==> src/hdl/smp_pkg.sv <==
package smp_pkg;

    // Shared pin bank size and the role of each pin position.
    localparam int unsigned PIN_COUNT = 20;
    localparam int unsigned PIN_DETECT_A = 0;
    localparam int unsigned PIN_DETECT_B = 1;
    localparam int unsigned PIN_CHIP_ENABLE = 2;
    localparam int unsigned PIN_WP_READY = 3;
    localparam int unsigned PIN_SUPPLY = 4;
    localparam int unsigned PIN_LOW_VOLT_WP = 5;
    localparam int unsigned PIN_LED = 6;
    localparam int unsigned PIN_EXT_CLOCK = 7;
    localparam int unsigned PIN_CMD_STROBE = 8;
    localparam int unsigned PIN_CLOCK_READ = 9;
    localparam int unsigned PIN_DATA_LO = 10;
    localparam int unsigned PIN_CMD_LATCH = 18;
    localparam int unsigned PIN_ADDR_LATCH = 19;

    // Data bus widths per card type.
    localparam int unsigned SD_DATA_W = 4;
    localparam int unsigned STICK_DATA_W = 4;
    localparam int unsigned NAND_DATA_W = 8;

    // Values after reset: every pin released, outputs low.
    localparam logic [19:0] PIN_OUT_RESET = 20'h00000;
    localparam logic [19:0] PIN_OE_N_RESET = 20'hFFFFF;

    // Highest external stick clock the socket may present, in MHz.
    localparam int unsigned EXT_CLOCK_MAX_MHZ = 40;
    localparam int unsigned CLK_SYS_MHZ = 20;

    // Card type owning the pins; one-hot.
    typedef enum logic [3:0] {
        SMP_MODE_NONE = 4'h1,
        SMP_MODE_SD = 4'h2,
        SMP_MODE_STICK = 4'h4,
        SMP_MODE_NAND = 4'h8
    } smp_mode_e;

endpackage

==> src/hdl/smp_pin_mux.sv <==
`timescale 1ns/10ps
// How it works
// - SD: pins 10-13 data, pin 08 command, pin 09 clock output.
// - Stick: data on pin 10, pins 11-13 added for four-bit operation.
// - Stick: bus state output on pin 08, card clock output on pin 09.
// - Stick clock from pin 07 external clock or internal clock; pin may be grounded.
// - NAND: eight-bit data on pins 10-17, bit 0 on pin 10.
// - NAND: command latch on pin 18, address latch on pin 19.
// - NAND: write strobe pin 08, read strobe pin 09, chip enable pin 02, all low-active.
// - NAND card present only when pins 00 and 01 are both low.
// - Pin 03 low means NAND card busy, high means ready.
// - SD: detect low-active on pin 00, write protect read from pin 03.
// - Stick detect is low-active on pin 01.
// - Pin 04 is the card supply control for every card type.
// - SD low-voltage supply control on pin 05 is left inactive.
// - Pin 06 is a low-active activity indicator for the selected card.
// - Pin 07 is ignored in SD mode; board grounds it.
// - NAND: pin 05 carries the card write-protect signal.
module smp_pin_mux (
    // Clock and reset
    input wire logic clk_sys,
    input wire logic rst_n,
    // Card type selection
    input wire smp_pkg::smp_mode_e mode_req,
    output smp_pkg::smp_mode_e mode_active,
    // Shared pin bank
    input wire logic [19:0] pin_in,
    output logic [19:0] pin_out,
    output logic [19:0] pin_oe_n,
    // SD controller side
    input wire logic [3:0] sd_data_out,
    input wire logic sd_data_oe,
    output logic [3:0] sd_data_in,
    input wire logic sd_cmd_out,
    input wire logic sd_cmd_oe,
    output logic sd_cmd_in,
    input wire logic sd_clk,
    input wire logic sd_supply_on,
    input wire logic sd_active,
    output logic sd_card_present,
    output logic sd_write_protected,
    // Stick controller side
    input wire logic [3:0] stick_data_out,
    input wire logic stick_data_oe,
    input wire logic stick_wide,
    output logic [3:0] stick_data_in,
    input wire logic stick_bus_state,
    input wire logic stick_clk,
    input wire logic stick_ext_clk_sel,
    input wire logic stick_supply_on,
    input wire logic stick_active,
    output logic stick_card_present,
    // NAND controller side
    input wire logic [7:0] nand_data_out,
    input wire logic nand_data_oe,
    output logic [7:0] nand_data_in,
    input wire logic nand_cmd_latch,
    input wire logic nand_addr_latch,
    input wire logic nand_write_strobe_n,
    input wire logic nand_read_strobe_n,
    input wire logic nand_chip_enable_n,
    input wire logic nand_supply_on,
    input wire logic nand_active,
    output logic nand_card_present,
    output logic nand_ready,
    output logic nand_write_protected
);
    import smp_pkg::*;

    smp_mode_e mode_q, mode_d;
    logic [19:0] pin_out_q, pin_out_d;
    logic [19:0] pin_oe_n_q, pin_oe_n_d;
    logic [3:0] sd_data_in_q, sd_data_in_d;
    logic sd_cmd_in_q, sd_cmd_in_d;
    logic sd_present_q, sd_present_d;
    logic sd_wp_q, sd_wp_d;
    logic [3:0] stick_data_in_q, stick_data_in_d;
    logic stick_present_q, stick_present_d;
    logic [7:0] nand_data_in_q, nand_data_in_d;
    logic nand_present_q, nand_present_d;
    logic nand_ready_q, nand_ready_d;
    logic nand_wp_q, nand_wp_d;
    logic mode_req_valid;

    // A request is honoured only for a real card type.
    assign mode_req_valid = (mode_req == SMP_MODE_SD) || (mode_req == SMP_MODE_STICK) ||
                            (mode_req == SMP_MODE_NAND);

    // Every change of card type passes through one released cycle, so two types never fight on a pin.
    always_comb begin
        mode_d = mode_q;
        case (mode_q)
            SMP_MODE_NONE: begin
                if (mode_req_valid) begin
                    mode_d = mode_req;
                end
            end
            default: begin
                if (mode_req != mode_q) begin
                    mode_d = SMP_MODE_NONE;
                end
            end
        endcase
    end

    // Mode register.
    always_ff @(posedge clk_sys or negedge rst_n) begin
        if (!rst_n) begin
            mode_q <= SMP_MODE_NONE;
        end else begin
            mode_q <= mode_d;
        end
    end

    // Pin drive follows the mode held now; pins 00, 01, 03 and 07 are never driven.
    always_comb begin
        pin_out_d = PIN_OUT_RESET;
        pin_oe_n_d = PIN_OE_N_RESET;
        case (mode_q)
            SMP_MODE_SD: begin
                pin_out_d[PIN_DATA_LO +: SD_DATA_W] = sd_data_out;
                pin_oe_n_d[PIN_DATA_LO +: SD_DATA_W] = {SD_DATA_W{~sd_data_oe}};
                pin_out_d[PIN_CMD_STROBE] = sd_cmd_out;
                pin_oe_n_d[PIN_CMD_STROBE] = ~sd_cmd_oe;
                pin_out_d[PIN_CLOCK_READ] = sd_clk;
                pin_oe_n_d[PIN_CLOCK_READ] = 1'b0;
                pin_out_d[PIN_SUPPLY] = sd_supply_on;
                pin_oe_n_d[PIN_SUPPLY] = 1'b0;
                pin_out_d[PIN_LED] = ~sd_active;
                pin_oe_n_d[PIN_LED] = 1'b0;
                // The low-voltage supply pin stays released; pin 07 is not looked at.
                pin_oe_n_d[PIN_LOW_VOLT_WP] = 1'b1;
            end
            SMP_MODE_STICK: begin
                pin_out_d[PIN_DATA_LO +: STICK_DATA_W] = stick_data_out;
                pin_oe_n_d[PIN_DATA_LO] = ~stick_data_oe;
                pin_oe_n_d[PIN_DATA_LO + 1 +: 3] = {3{~(stick_data_oe & stick_wide)}};
                pin_out_d[PIN_CMD_STROBE] = stick_bus_state;
                pin_oe_n_d[PIN_CMD_STROBE] = 1'b0;
                // External clock is sampled, so only clocks well below clk_sys/2 pass cleanly.
                pin_out_d[PIN_CLOCK_READ] = stick_ext_clk_sel ? pin_in[PIN_EXT_CLOCK] : stick_clk;
                pin_oe_n_d[PIN_CLOCK_READ] = 1'b0;
                pin_out_d[PIN_SUPPLY] = stick_supply_on;
                pin_oe_n_d[PIN_SUPPLY] = 1'b0;
                pin_out_d[PIN_LED] = ~stick_active;
                pin_oe_n_d[PIN_LED] = 1'b0;
            end
            SMP_MODE_NAND: begin
                pin_out_d[PIN_DATA_LO +: NAND_DATA_W] = nand_data_out;
                pin_oe_n_d[PIN_DATA_LO +: NAND_DATA_W] = {NAND_DATA_W{~nand_data_oe}};
                pin_out_d[PIN_CMD_LATCH] = nand_cmd_latch;
                pin_oe_n_d[PIN_CMD_LATCH] = 1'b0;
                pin_out_d[PIN_ADDR_LATCH] = nand_addr_latch;
                pin_oe_n_d[PIN_ADDR_LATCH] = 1'b0;
                pin_out_d[PIN_CMD_STROBE] = nand_write_strobe_n;
                pin_oe_n_d[PIN_CMD_STROBE] = 1'b0;
                pin_out_d[PIN_CLOCK_READ] = nand_read_strobe_n;
                pin_oe_n_d[PIN_CLOCK_READ] = 1'b0;
                pin_out_d[PIN_CHIP_ENABLE] = nand_chip_enable_n;
                pin_oe_n_d[PIN_CHIP_ENABLE] = 1'b0;
                pin_out_d[PIN_SUPPLY] = nand_supply_on;
                pin_oe_n_d[PIN_SUPPLY] = 1'b0;
                pin_out_d[PIN_LED] = ~nand_active;
                pin_oe_n_d[PIN_LED] = 1'b0;
            end
            default: begin
                pin_out_d = PIN_OUT_RESET;
            end
        endcase
    end

    // Pin drive registers.
    always_ff @(posedge clk_sys or negedge rst_n) begin
        if (!rst_n) begin
            pin_out_q <= PIN_OUT_RESET;
            pin_oe_n_q <= PIN_OE_N_RESET;
        end else begin
            pin_out_q <= pin_out_d;
            pin_oe_n_q <= pin_oe_n_d;
        end
    end

    // Return path: sensed pin levels for each controller, gated so an unselected type sees idle data.
    always_comb begin
        sd_data_in_d = (mode_q == SMP_MODE_SD) ? pin_in[PIN_DATA_LO +: SD_DATA_W] : 4'h0;
        sd_cmd_in_d = (mode_q == SMP_MODE_SD) ? pin_in[PIN_CMD_STROBE] : 1'b0;
        sd_present_d = ~pin_in[PIN_DETECT_A];
        sd_wp_d = ~pin_in[PIN_WP_READY];
        stick_data_in_d = (mode_q == SMP_MODE_STICK) ? pin_in[PIN_DATA_LO +: STICK_DATA_W] : 4'h0;
        stick_present_d = ~pin_in[PIN_DETECT_B];
        nand_data_in_d = (mode_q == SMP_MODE_NAND) ? pin_in[PIN_DATA_LO +: NAND_DATA_W] : 8'h00;
        nand_present_d = ~pin_in[PIN_DETECT_A] & ~pin_in[PIN_DETECT_B];
        nand_ready_d = pin_in[PIN_WP_READY];
        nand_wp_d = ~pin_in[PIN_LOW_VOLT_WP];
    end

    // Return path registers.
    always_ff @(posedge clk_sys or negedge rst_n) begin
        if (!rst_n) begin
            sd_data_in_q <= 4'h0;
            sd_cmd_in_q <= 1'b0;
            sd_present_q <= 1'b0;
            sd_wp_q <= 1'b0;
            stick_data_in_q <= 4'h0;
            stick_present_q <= 1'b0;
            nand_data_in_q <= 8'h00;
            nand_present_q <= 1'b0;
            nand_ready_q <= 1'b0;
            nand_wp_q <= 1'b0;
        end else begin
            sd_data_in_q <= sd_data_in_d;
            sd_cmd_in_q <= sd_cmd_in_d;
            sd_present_q <= sd_present_d;
            sd_wp_q <= sd_wp_d;
            stick_data_in_q <= stick_data_in_d;
            stick_present_q <= stick_present_d;
            nand_data_in_q <= nand_data_in_d;
            nand_present_q <= nand_present_d;
            nand_ready_q <= nand_ready_d;
            nand_wp_q <= nand_wp_d;
        end
    end

    // Outputs.
    assign mode_active = mode_q;
    assign pin_out = pin_out_q;
    assign pin_oe_n = pin_oe_n_q;
    assign sd_data_in = sd_data_in_q;
    assign sd_cmd_in = sd_cmd_in_q;
    assign sd_card_present = sd_present_q;
    assign sd_write_protected = sd_wp_q;
    assign stick_data_in = stick_data_in_q;
    assign stick_card_present = stick_present_q;
    assign nand_data_in = nand_data_in_q;
    assign nand_card_present = nand_present_q;
    assign nand_ready = nand_ready_q;
    assign nand_write_protected = nand_wp_q;
endmodule

==> config.mk <==
export PLATFORM = sky130hd
export DESIGN_NAME = smp_pin_mux
export DESIGN_NICKNAME = d
export VERILOG_FILES = /design/src/hdl/smp_pkg.sv /design/src/hdl/smp_pin_mux.sv
export SDC_FILE = /design/constraint.sdc
export NUM_CORES = 1
export LEC_CHECK = 0
export BUFFER_PORTS_ARGS = -buffer_cell sky130_fd_sc_hd__buf_2
export CAP_MARGIN = 20
export CELL_PAD_IN_SITES_DETAIL_PLACEMENT = 1
export CELL_PAD_IN_SITES_GLOBAL_PLACEMENT = 2
export CORE_MARGIN = 1.5
export CORE_UTILIZATION = 26
export DETAILED_ROUTE_END_ITERATION = 12
export PLACE_DENSITY_LB_ADDON = 0.1
export SLEW_MARGIN = 5
export SYNTH_ARGS = -nofsm -noshare
export SYNTH_HDL_FRONTEND = slang
export SYNTH_SLANG_ARGS = --single-unit
==> constraint.sdc <==
create_clock -name clk_sys -period 4.04 [get_ports clk_sys]
set_input_delay 0 -clock clk_sys [delete_from_list [all_inputs] [get_ports clk_sys]]
set_output_delay 0 -clock clk_sys [all_outputs]
set_load 0.005 [all_outputs]
# Word level (Yosys, flattened, before mapping)
# Index checks and enable logic that the tools add are counted.
# classes
eq_ne,9
mux,17
bitwise_logic,14
n_reduce_logical,5
# ops
operator,n
$pmux W6 S3,2
$mux W4,5
$mux W6,2
$not A1 Y1,12
$eq A4 B2 Y1 const B,2
$eq A4 B3 Y1 const B,2
$eq A4 B4 Y1 const B,2
$mux W8,1
$pmux W1 S3,2
$mux W1,5
$eq A4 B1 Y1 const B,1
$ne A4 B4 Y1,1
$reduce_or A3 Y1,1
$and A1 B1 Y1,2
$logic_or A1 B1 Y1,2
$ne A2 B2 Y1 const B,1
$reduce_and A2 Y1,1
$reduce_bool A2 Y1,1
# totals
register_bits,57
in_bits,63
output_inout_bits,67
elab_cells,58

# Logic depth before layout (Yosys ltp)
# Gate-level depths: netlist of run 1.
# depth
depth_word,5
mapped_depth,5
depth_no_buf,3

# Worst setup path before layout of run 1
# No wires, ideal clock.
# synth_path
path_type,register to register
start,"reg mode_q[0], in the netlist mode_active[0]"
end,"reg mode_q[1], in the netlist mode_active[1]"
setup_ns,0.068
arrival_ns,1.242
t_required_ns,3.972
setup_slack_ns,2.730
path_stages_with_launch,4
path_buffers,0
period_less_slack_ns,1.310
path_cell_list,dfstp_2 xor2_1 nor4_2 a32o_1
# synth_between
elab_chain_len,3
word_cells_on_any_way,6
cone_classes,3 x eq/ne; 1 x mux; 2 x reduce/logical
# synth_lines
element,line_no,rtl
from (decl),smp_pin_mux.sv:70,"smp_mode_e mode_q, mode_d;"
from (signal assigned),smp_pin_mux.sv:111,mode_q <= mode_d;
$eq A4 B1 Y1 or $ne A4 B4 Y1 (tied branches),"smp_pin_mux.sv:92, smp_pin_mux.sv:99",
$ne A2 B2 Y1 (no line) or $reduce_bool A2 Y1 (tied branches),-,
$reduce_and A2 Y1 (no line),-,
# Several ways; a longest one is shown, not always the timed one.
# A chain may end at the register's enable or synchronous reset.

# Final worst setup path of run 1
# layout_path
start,"reg mode_q[1], in the netlist mode_active[1]"
end,"reg pin_out_q[6], in the netlist pin_out[6]"
# layout_between
elab_chain_len,2
word_cells_on_any_way,4
cone_classes,3 x eq/ne; 1 x mux
# layout_lines
element,line_no,rtl
"$eq A4 B4 Y1, or another cell as far along",smp_pin_mux.sv:119,case (mode_q)
$pmux W1 S3 *,smp_pin_mux.sv:119,
named net pin_out_d[6],smp_pin_mux.sv:71,"logic [19:0] pin_out_q, pin_out_d;"
to (signal assigned),smp_pin_mux.sv:178,pin_out_q <= pin_out_d;
to (decl),smp_pin_mux.sv:71,
# The timed path passes the listed nets; every way through them passes the cells marked *.

==> flow_summary.ini, run 1 <==
[clock_tree]
cts_tree = built
postCtsSetupBuffers = 0
htreeDepth = 2
clk_pin_slew_worst_paths_ps = 90
cts-buffers-inserted = 5
clock_path_buffers = 2
cts.sinks = 49
clkLatencyLatePin_ps = 300
cts-root-buf = clkbuf_8

[finish]
final_cell_mix = 113 x buf_2, 42 x dlygate4sd3_1, 41 x dfrtp_1
design_area_um2 = 3140
layout-drive-gt1-share_pct = 47.3
areaGrowthSynthToFinish_pct = 53.4
layout_commonest_cell = buf_2
fin_nets = 375
stdcell_count = 415
n_antenna_cell = 0
multiInputGateArea_um2 = 606
regArea_um2 = 1240
final.fill_count = 900

[place]
portBuffers = 113
post-dp-hpwl_um = 3730
routabilityCongestion = 0.654
place_area_um2 = 2590
dp_cells = 365

[route]
wl_um = 5320
wire_per_inst_um = 12.8
drtIter0Drc = 38
viasPerCell = 4.01
vias = 1664
firstDrtPassIters = 2
drc_errors = 0
drtAntennaViolNets = 0

[floorplan]
io_pins = 130
die_w_um = 91.7
start_util_pct = 26.6
rows = 32
coreArea_um2 = 7690
die_height_um = 91.7
dieArea_um2 = 8400

[grt]
grt_remaining_overflow = 0
antenna_found_initial = 0
grt_util_all_layers_pct = 13.3
grt_pass1_wl_um = 8710
first_global_vias = 1747
grt_max_degree = 50

[hold_path]
min_to = mode_active[1]$_DFFE_PN0P_
hold_start = mode_req[1]
hold_depth = 2
hold_path_class = in -> reg

[setup_path]
ff2ff_path_depth = 5
r2r_start = mode_active[1]$_DFFE_PN0P_
critPathBufInv = 3
crit_family = buffers and inverters
reg2reg_to = pin_out[6]$_DFF_PN0_
crit_slowest_cell = nor4b_4
cp_max_fo = 14
path_cells = nor4b_4 -> buf_4 -> inv_2 -> o221ai_1 -> dlygate4sd3_1
worst-setup-path-type = reg -> reg
arrival_ps = 2700
r2r_slack_ps = 1580
worstPathRequired_ps = 4280
end_kind = flip-flop
startpoint_type = flip-flop
critPathMaxStageDelay_ps = 720

[sta]
finalHoldViolCount = 0
max_slew_margin_pct = 55.3
min_period_over_period_pct = 60.9
setup_tns_ps = 0
max_freq_mhz = 406
finalCriticalPeriod_ps = 2460
final_max_slew_viol_count = 0
clock_skew_ps = 4.04
worst_slew_pin_slew_ps = 668
setup-violations-final = 0
rsz0062_at_grt = no

[synthesis]
netlist-cell-type-count = 27
synth_seq_area_share_pct = 60.5
postSynthAreaPerCell_um2 = 12.5
synth_seq_cells = 49
yosysWarnings = 0
netlist_area_um2 = 2040
synth_cells = 163

[pwr]
p_leak_nw = 1.70
power_mw = 0.993
ir_drop_uv = 117
power_density_nw_per_um2 = 317

[status]
status = complete, no violations

[flow_run]
drv_cap = 0
repair_timing:
item,in CTS,in global routing
hold buffers,42,0
endpoints found under the hold margin,84,0
gates resized for setup,0,0
cell usage after synthesis:
cell type / n / area (µm²)
a211o_2: 1 / 10.0
a22oi_1: 8 / 60.1
a32o_1: 3 / 30.0
and2_1: 19 / 119
and2_2: 5 / 37.5
buf_4: 20 / 150
buf_6: 4 / 45.0
clkbuf_4: 1 / 7.51
conb_1: 2 / 7.51
dfrtp_1: 41 / 1030
dfstp_2: 8 / 210
inv_1: 6 / 22.5
inv_2: 2 / 7.51
mux2_2: 2 / 22.5
nand2_1: 15 / 56.3
nand2b_1: 1 / 6.26
nand3_1: 1 / 5.00
nor2_1: 4 / 15.0
nor3b_1: 2 / 15.0
nor4_2: 1 / 12.5
nor4b_2: 2 / 30.0
nor4b_4: 2 / 47.6
o211a_1: 1 / 10.0
o211ai_1: 2 / 15.0
o21ai_0: 3 / 15.0
o221ai_1: 1 / 8.76
xor2_1: 6 / 52.6
routing by layer:
layer  vias up  GRT usage (%)  wire length, µm
li1        801              -                -
met1       788           16.9             2280
met2        71           22.6             2650
met3         4           3.07              340
met4         0           4.04               51
met5         -              0                0
worst max path at each step:
stage | start | end | slack [ps] | cells past startpoint
2_1_floorplan | mode_active[0]$_DFFE_PN1P_ | mode_active[1]$_DFFE_PN0P_ | 2730 | 3
3_3_place_gp | mode_active[1]$_DFFE_PN0P_ | pin_oe_n[13]$_DFF_PN1_ | 2110 | 4
3_5_place_dp | mode_active[1]$_DFFE_PN0P_ | pin_oe_n[13]$_DFF_PN1_ | 2110 | 4
4_1_cts | mode_active[1]$_DFFE_PN0P_ | pin_oe_n[13]$_DFF_PN1_ | 1530 | 5
5_1_grt | mode_active[1]$_DFFE_PN0P_ | pin_out[6]$_DFF_PN0_ | 1380 | 5
6_report | mode_active[1]$_DFFE_PN0P_ | pin_out[6]$_DFF_PN0_ | 1580 | 5
state kept, by name, summed over array words and instances, names as in the netlist:
signal and cells:
nand_write_protected 1, sd_card_present 1, nand_data_in 8, sd_cmd_in 1, mode_active 4, sd_data_in 4, pin_oe_n 7, stick_card_present 1
sd_write_protected 1, pin_out 15, stick_data_in 4, nand_ready 1, nand_card_present 1
worst reg2reg max path, cell delays in order, from the launching register on:
cell           delay (ps)
dfrtp_1               570
nor4b_4               720
buf_4                 300
inv_2                  50
o221ai_1              180
dlygate4sd3_1         580
cells by family after synthesis:
family,share of synthesized area [%]
AO/OA/AOI/OAI,7.28
XOR/XNOR,2.57
AND/OR/NAND/NOR,16.8
other,0.367
flip-flops,60.5
multiplexers,1.10
buffers and inverters,11.4
power by group:
part / internal, mW / switching (mW) / leakage (nW)
clock network: 0.201 / 0.165 / 0.0574
registers: 0.503 / 0.0117 / 0.643
logic: 0.0657 / 0.0467 / 0.999
total: 0.770 / 0.223 / 1.70
stage by stage:
stage	hold slack (ps)	utilization, %	setup WS (ps)
6_report	21.6	40.8	1580
3_3_place_gp	123	33.8	2110
3_5_place_dp	124	33.8	2110
2_1_floorplan	-296	-	2730
4_1_cts	15.0	40.8	1530
5_1_grt	29.8	40.8	1380
area by class of cell:
| type | count | share of cell area [%] |
|---|---|---|
| multi-input combinational | 89 | 19.3 |
| clock inverter | 2 | 1.20 |
| tap | 102 | 4.07 |
| sequential | 49 | 39.4 |
| clock buffer | 6 | 2.63 |
| inverter | 8 | 0.958 |
| timing repair buffer | 159 | 32.4 |
(Power assumes the default switching activity.)
==> run 2, diff against run 1 <==
--- a/config.mk
+++ b/config.mk
@@ -10,7 +10,7 @@
 export CELL_PAD_IN_SITES_DETAIL_PLACEMENT = 1
 export CELL_PAD_IN_SITES_GLOBAL_PLACEMENT = 2
 export CORE_MARGIN = 1.5
-export CORE_UTILIZATION = 26
+export CORE_UTILIZATION = 24
 export DETAILED_ROUTE_END_ITERATION = 12
 export PLACE_DENSITY_LB_ADDON = 0.1
 export SLEW_MARGIN = 5
==> constraint.sdc (replaced) <==
create_clock -name clk_sys -period 2.35 [get_ports clk_sys]
set_input_delay 0 -clock clk_sys [delete_from_list [all_inputs] [get_ports clk_sys]]
set_output_delay 0 -clock clk_sys [all_outputs]
set_load 0.005 [all_outputs]
==> run 2 against run 1 <==
  * Global-route usage decreased by 0.99 points
  * Critical path depth unchanged
  * Wire length is 3.6% higher
  * Total power rose by 62%
  * First-iteration DRC count decreased by 53%
==> flow_summary.ini, run 2 (synthesis gave the netlist of run 1 again) <==
[floorplan]
die_height_um = 95.3
dieArea_um2 = 9080
start_util_pct = 24.9
rows = 33
io_pins = 130
die_w_um = 95.3
coreArea_um2 = 8220

[sta]
rsz0062_at_grt = no
clock_skew_ps = 11.7
setup_tns_ps = 0
worst_slew_pin_slew_ps = 501
setup-violations-final = 0
finalCriticalPeriod_ps = 2080
max_slew_margin_pct = 66.6
finalHoldViolCount = 0
fin_ws_ps = 272
final_max_slew_viol_count = 0
max_freq_mhz = 481
min_period_over_period_pct = 88.4

[place]
place_ws_ps = 652
routabilityCongestion = 0.700
post-dp-hpwl_um = 3930
portBuffers = 113

[clock_tree]
cts-buffers-inserted = 5
clock_path_buffers = 2
clkLatencyLatePin_ps = 300
cts_tree = built
cts.sinks = 49
htreeDepth = 2
cts-root-buf = clkbuf_8
clk_pin_slew_worst_paths_ps = 100

[finish]
final.fill_count = 955
largest_reg_flops = 15
areaGrowthSynthToFinish_pct = 54.2
final_cell_mix = 113 x buf_2, 42 x dlygate4sd3_1, 41 x dfrtp_1
n_antenna_cell = 0
layout_commonest_cell = buf_2
fin_nets = 379
layout-drive-gt1-share_pct = 47.9

[route]
wire_per_inst_um = 13.1
firstDrtPassIters = 4
drtAntennaViolNets = 0
drtIter0Drc = 18
drc_errors = 0
viasPerCell = 4.01
wl_um = 5510
vias = 1693

[grt]
top_usage_layer = met2
grt_util_all_layers_pct = 12.4
grt_use_met2_pct = 22.3
gr-usage-met3_pct = 3.19
antenna_found_initial = 0
grt_util_met1_pct = 14.2
grt_pass1_wl_um = 8490
grt_max_degree = 22
grt_remaining_overflow = 0
first_global_vias = 1823

[setup_path]
worstPathRequired_ps = 2600
worst-setup-path-type = reg -> reg
r2r_slack_ps = 270
ff2ff_path_depth = 5
critPathMaxStageDelay_ps = 670
r2r_start = mode_active[1]$_DFFE_PN0P_
arrival_ps = 2330
crit_family = buffers and inverters
cp_max_fo = 12
crit_slowest_cell = dfrtp_1
reg2reg_to = pin_out[12]$_DFF_PN0_
startpoint_type = flip-flop
end_kind = flip-flop
path_cells = nor4b_2 -> buf_4 -> a22oi_1 -> nand2_1 -> dlygate4sd3_1
critPathBufInv = 2

[pwr]
power_density_nw_per_um2 = 511
ir_drop_uv = 201
p_leak_nw = 1.71

[hold_path]
hold_depth = 2
hold_path_class = in -> reg
hold_start = mode_req[2]
min_to = mode_active[2]$_DFFE_PN0P_

[status]
status = complete, no violations

[flow_run]
drv_cap = 0
[run 2: through the flow]
step	cells	total power, mW	utilization (%)	hold slack (ps)	instance area, µm²
6_report	422	1.61	38.4	15.1	3150
5_1_grt	422	1.70	38.4	1.89	3150
4_1_cts	420	1.64	38.2	0.493	3140
3_5_place_dp	370	1.05	31.9	-27.8	2620
3_3_place_gp	370	1.05	31.9	-26.2	2620
2_1_floorplan	171	0.968	-	-296	2070
[run 2: cell type report]
cell class	instances	area, µm²	area share, %
Clock buffer	5	68.8	2.18
Clock inverter	3	26.3	0.833
Inverter	8	30.0	0.952
Multi-Input combinational cell	89	614	19.5
Sequential cell	49	1240	39.2
Tap cell	105	131	4.17
Timing Repair Buffer	163	1050	33.2
[run 2: where the power goes]
group          leakage [nW]  total [mW]  switching (mW)  internal [mW]
logic                  1.03       0.198          0.0820          0.116
clock network        0.0423       0.529           0.312          0.217
registers             0.643       0.885          0.0198          0.865
total                  1.71        1.61           0.414           1.20
[run 2: timing repair]
action,CTS,global route
gates resized for setup,0,0
endpoints found under the hold margin,61,0
setup endpoints to repair,0,4
buffers inserted,0,2
hold buffers,42,0
[run 2: routing by layer]
| layer | part of all wire [%] | up-vias |
|---|---|---|
| met5 | 0 | - |
| met4 | 1.1 | 0 |
| met3 | 7.7 | 7 |
| met2 | 51 | 72 |
| met1 | 40 | 809 |
| li1 | - | 805 |
[run 2: worst reg2reg max path, stage by stage, from the launching register on]
cell and delay (ps):
dfrtp_1 670, nor4b_2 370, buf_4 250, a22oi_1 120, nand2_1 80, dlygate4sd3_1 540
[run 2: worst max-delay path by stage]
stage	startpoint	to	slack (ps)	cells past startpoint
after global routing	mode_active[1]$_DFFE_PN0P_	pin_out[9]$_DFF_PN0_	90	5
after CTS	mode_active[1]$_DFFE_PN0P_	pin_out[9]$_DFF_PN0_	110	5
after detailed placement	mode_active[1]$_DFFE_PN0P_	pin_out[9]$_DFF_PN0_	650	4
after global placement	mode_active[1]$_DFFE_PN0P_	pin_out[10]$_DFF_PN0_	670	4
final	mode_active[1]$_DFFE_PN0P_	pin_out[12]$_DFF_PN0_	270	5
after floorplan	mode_active[0]$_DFFE_PN1P_	mode_active[1]$_DFFE_PN0P_	1040	3
==> run 3, diff against run 2 <==
==> constraint.sdc (replaced) <==
create_clock -name clk_sys -period 2.12 [get_ports clk_sys]
set_input_delay 0 -clock clk_sys [delete_from_list [all_inputs] [get_ports clk_sys]]
set_output_delay 0 -clock clk_sys [all_outputs]
set_load 0.005 [all_outputs]
==> run 3 against run 2 <==
  * Sequential power rose by 11%
  * Die area unchanged
  * Global-route usage increased by 0.30 points
  * Clock-buffer cell count grew 1
  * Via count grew 1.9%
  * Register-to-register slack worse by 70 ps
  * Wire length increased by 3.1%
  * Core utilization grew 0.87 points
  * Clock power increased by 31%
  * Largest cell class unchanged
==> flow_summary.ini, run 3 (synthesis gave the netlist of run 1 again) <==
[route]
firstDrtPassIters = 4
viasPerCell = 4.05
drc_errors = 0
wire_per_inst_um = 13.3
drtAntennaViolNets = 0
wl_um = 5680
vias = 1726
drtIter0Drc = 15

[sta]
final_max_slew_viol_count = 0
setup_tns_ps = 0
max_freq_mhz = 520
setup-violations-final = 0
finalCriticalPeriod_ps = 1920
clock_skew_ps = 5.14
min_period_over_period_pct = 90.7
finalHoldViolCount = 0
rsz0062_at_grt = no

[grt]
grt_pass1_wl_um = 8600
grt_max_degree = 32
grt_remaining_overflow = 0
grt_util_all_layers_pct = 12.7
antenna_found_initial = 0
first_global_vias = 1812

[finish]
layout-drive-gt1-share_pct = 47.0
n_antenna_cell = 0
largest_reg_flops = 15
areaGrowthSynthToFinish_pct = 57.7
final.fill_count = 958
fin_nets = 383
final_cell_mix = 113 x buf_2, 48 x dlygate4sd3_1, 40 x dfrtp_1
stdcell_count = 426
layout_commonest_cell = buf_2

[pwr]
seq_power_share_pct = 51.2
p_leak_nw = 1.72
intPower_mw = 1.48
comb_power_share_pct = 12.4
clockPowerShare_pct = 36.4
power.switching_mw = 0.427
ir_drop_uv = 247
swShare_pct = 22.4
power_density_nw_per_um2 = 592

[status]
status = complete, no violations

[setup_path]
arrival_ps = 2160
worstPathRequired_ps = 2360
cp_max_fo = 15
path_cells = nor4b_4 -> buf_4 -> inv_2 -> o221ai_1 -> dlygate4sd3_1
end_kind = flip-flop
r2r_slack_ps = 200
crit_slowest_cell = dlygate4sd3_1
startpoint_type = flip-flop
critPathMaxStageDelay_ps = 570
worst-setup-path-type = reg -> reg

[floorplan]
rows = 33
die_height_um = 95.3
coreArea_um2 = 8220
start_util_pct = 24.9
die_w_um = 95.3
dieArea_um2 = 9080
io_pins = 130

[place]
post-dp-hpwl_um = 3880
routabilityCongestion = 0.669
portBuffers = 113
dp_cells = 370

[clock_tree]
postCtsSetupBuffers = 0
cts-root-buf = clkbuf_8
clkLatencyLatePin_ps = 300
htreeDepth = 2
cts_tree = built
clock_path_buffers = 2
cts-buffers-inserted = 5
cts.sinks = 49
clk_pin_slew_worst_paths_ps = 90

[flow_run]
drv_cap = 0

[hold_path]
hold_path_class = in -> reg
## run 3: cell types whose count changed in the layout (fill, tap and decap cells not counted), sizes merged
cell	change
clkbuf	+1
clkinvlp	-1
dlygate4sd3	+6
bufinv	+1
inv	-1
buf	-2
## run 3: critical path: cells and delay by family, from the launching register on
| family | cells | cell delay (ps) |
|---|---|---|
| DFF | 1 | 540 |
| buffers and inverters | 3 | 860 |
| and+or+nand+nor | 1 | 280 |
| AOI/OAI and AO/OA | 1 | 170 |
## run 3: layer usage
metal | global-route usage, % | wire length, µm | vias to the layer above
li1 | - | - | 811
met1 | 14.3 | 2280 | 834
met2 | 22.8 | 2910 | 76
met3 | 2.87 | 423 | 5
met4 | 4.98 | 72 | 0
met5 | 0 | 0 | -
## run 3: power groups by stage
stage                     Clock, mW  Combinational [mW]  Sequential (mW)
after global placement            0               0.170            0.996
after floorplan                   0              0.0826            0.991
after global routing          0.764               0.264            0.982
after CTS                     0.734               0.239            0.979
final                         0.695               0.236            0.979
after detailed placement          0               0.170            0.997
## run 3: area by class of cell
type / count / area, µm² / share of cell area [%]
multi-input cells: 89 / 614 / 19.1
clock inverters: 2 / 37.5 / 1.16
flip-flops and latches: 49 / 1240 / 38.4
clock buffers: 6 / 82.6 / 2.56
well taps: 105 / 131 / 4.07
inverters: 8 / 30.0 / 0.931
repair buffers: 167 / 1090 / 33.8
## run 3: final timing paths
kind / from / endpoint / cells past startpoint
max: mode_active[2]$_DFFE_PN0P_ / pin_out[6]$_DFF_PN0_ / 5
min: mode_req[1] / mode_active[1]$_DFFE_PN0P_ / 2
max reg2reg: mode_active[2]$_DFFE_PN0P_ / pin_out[6]$_DFF_PN0_ / 5
min reg2reg: mode_active[0]$_DFFE_PN1P_ / mode_active[0]$_DFFE_PN1P_ / 2
max in group asynchronous: rst_n / pin_out[15]$_DFF_PN0_ / 3
min in group asynchronous: rst_n / pin_out[2]$_DFF_PN0_ / 2
## run 3: what timing repair did
action | 4_1_cts | 5_1_grt
endpoints found under the hold margin | 61 | 0
setup endpoints to repair | 0 | 1
gates resized for setup | 0 | 1
hold buffers | 48 | 0
## run 3: stage by stage
step,setup WS [ps],hold WS [ps],instance area (µm²),utilization [%],power (mW)
after floorplan,810,-296,2070,-,1.07
after global placement,561,-27.0,2620,31.9,1.17
after detailed placement,544,-18.9,2620,31.9,1.17
after CTS,88.0,10.7,3220,39.2,1.95
after global routing,38.8,28.2,3220,39.2,2.01
final,198,20.7,3220,39.2,1.91
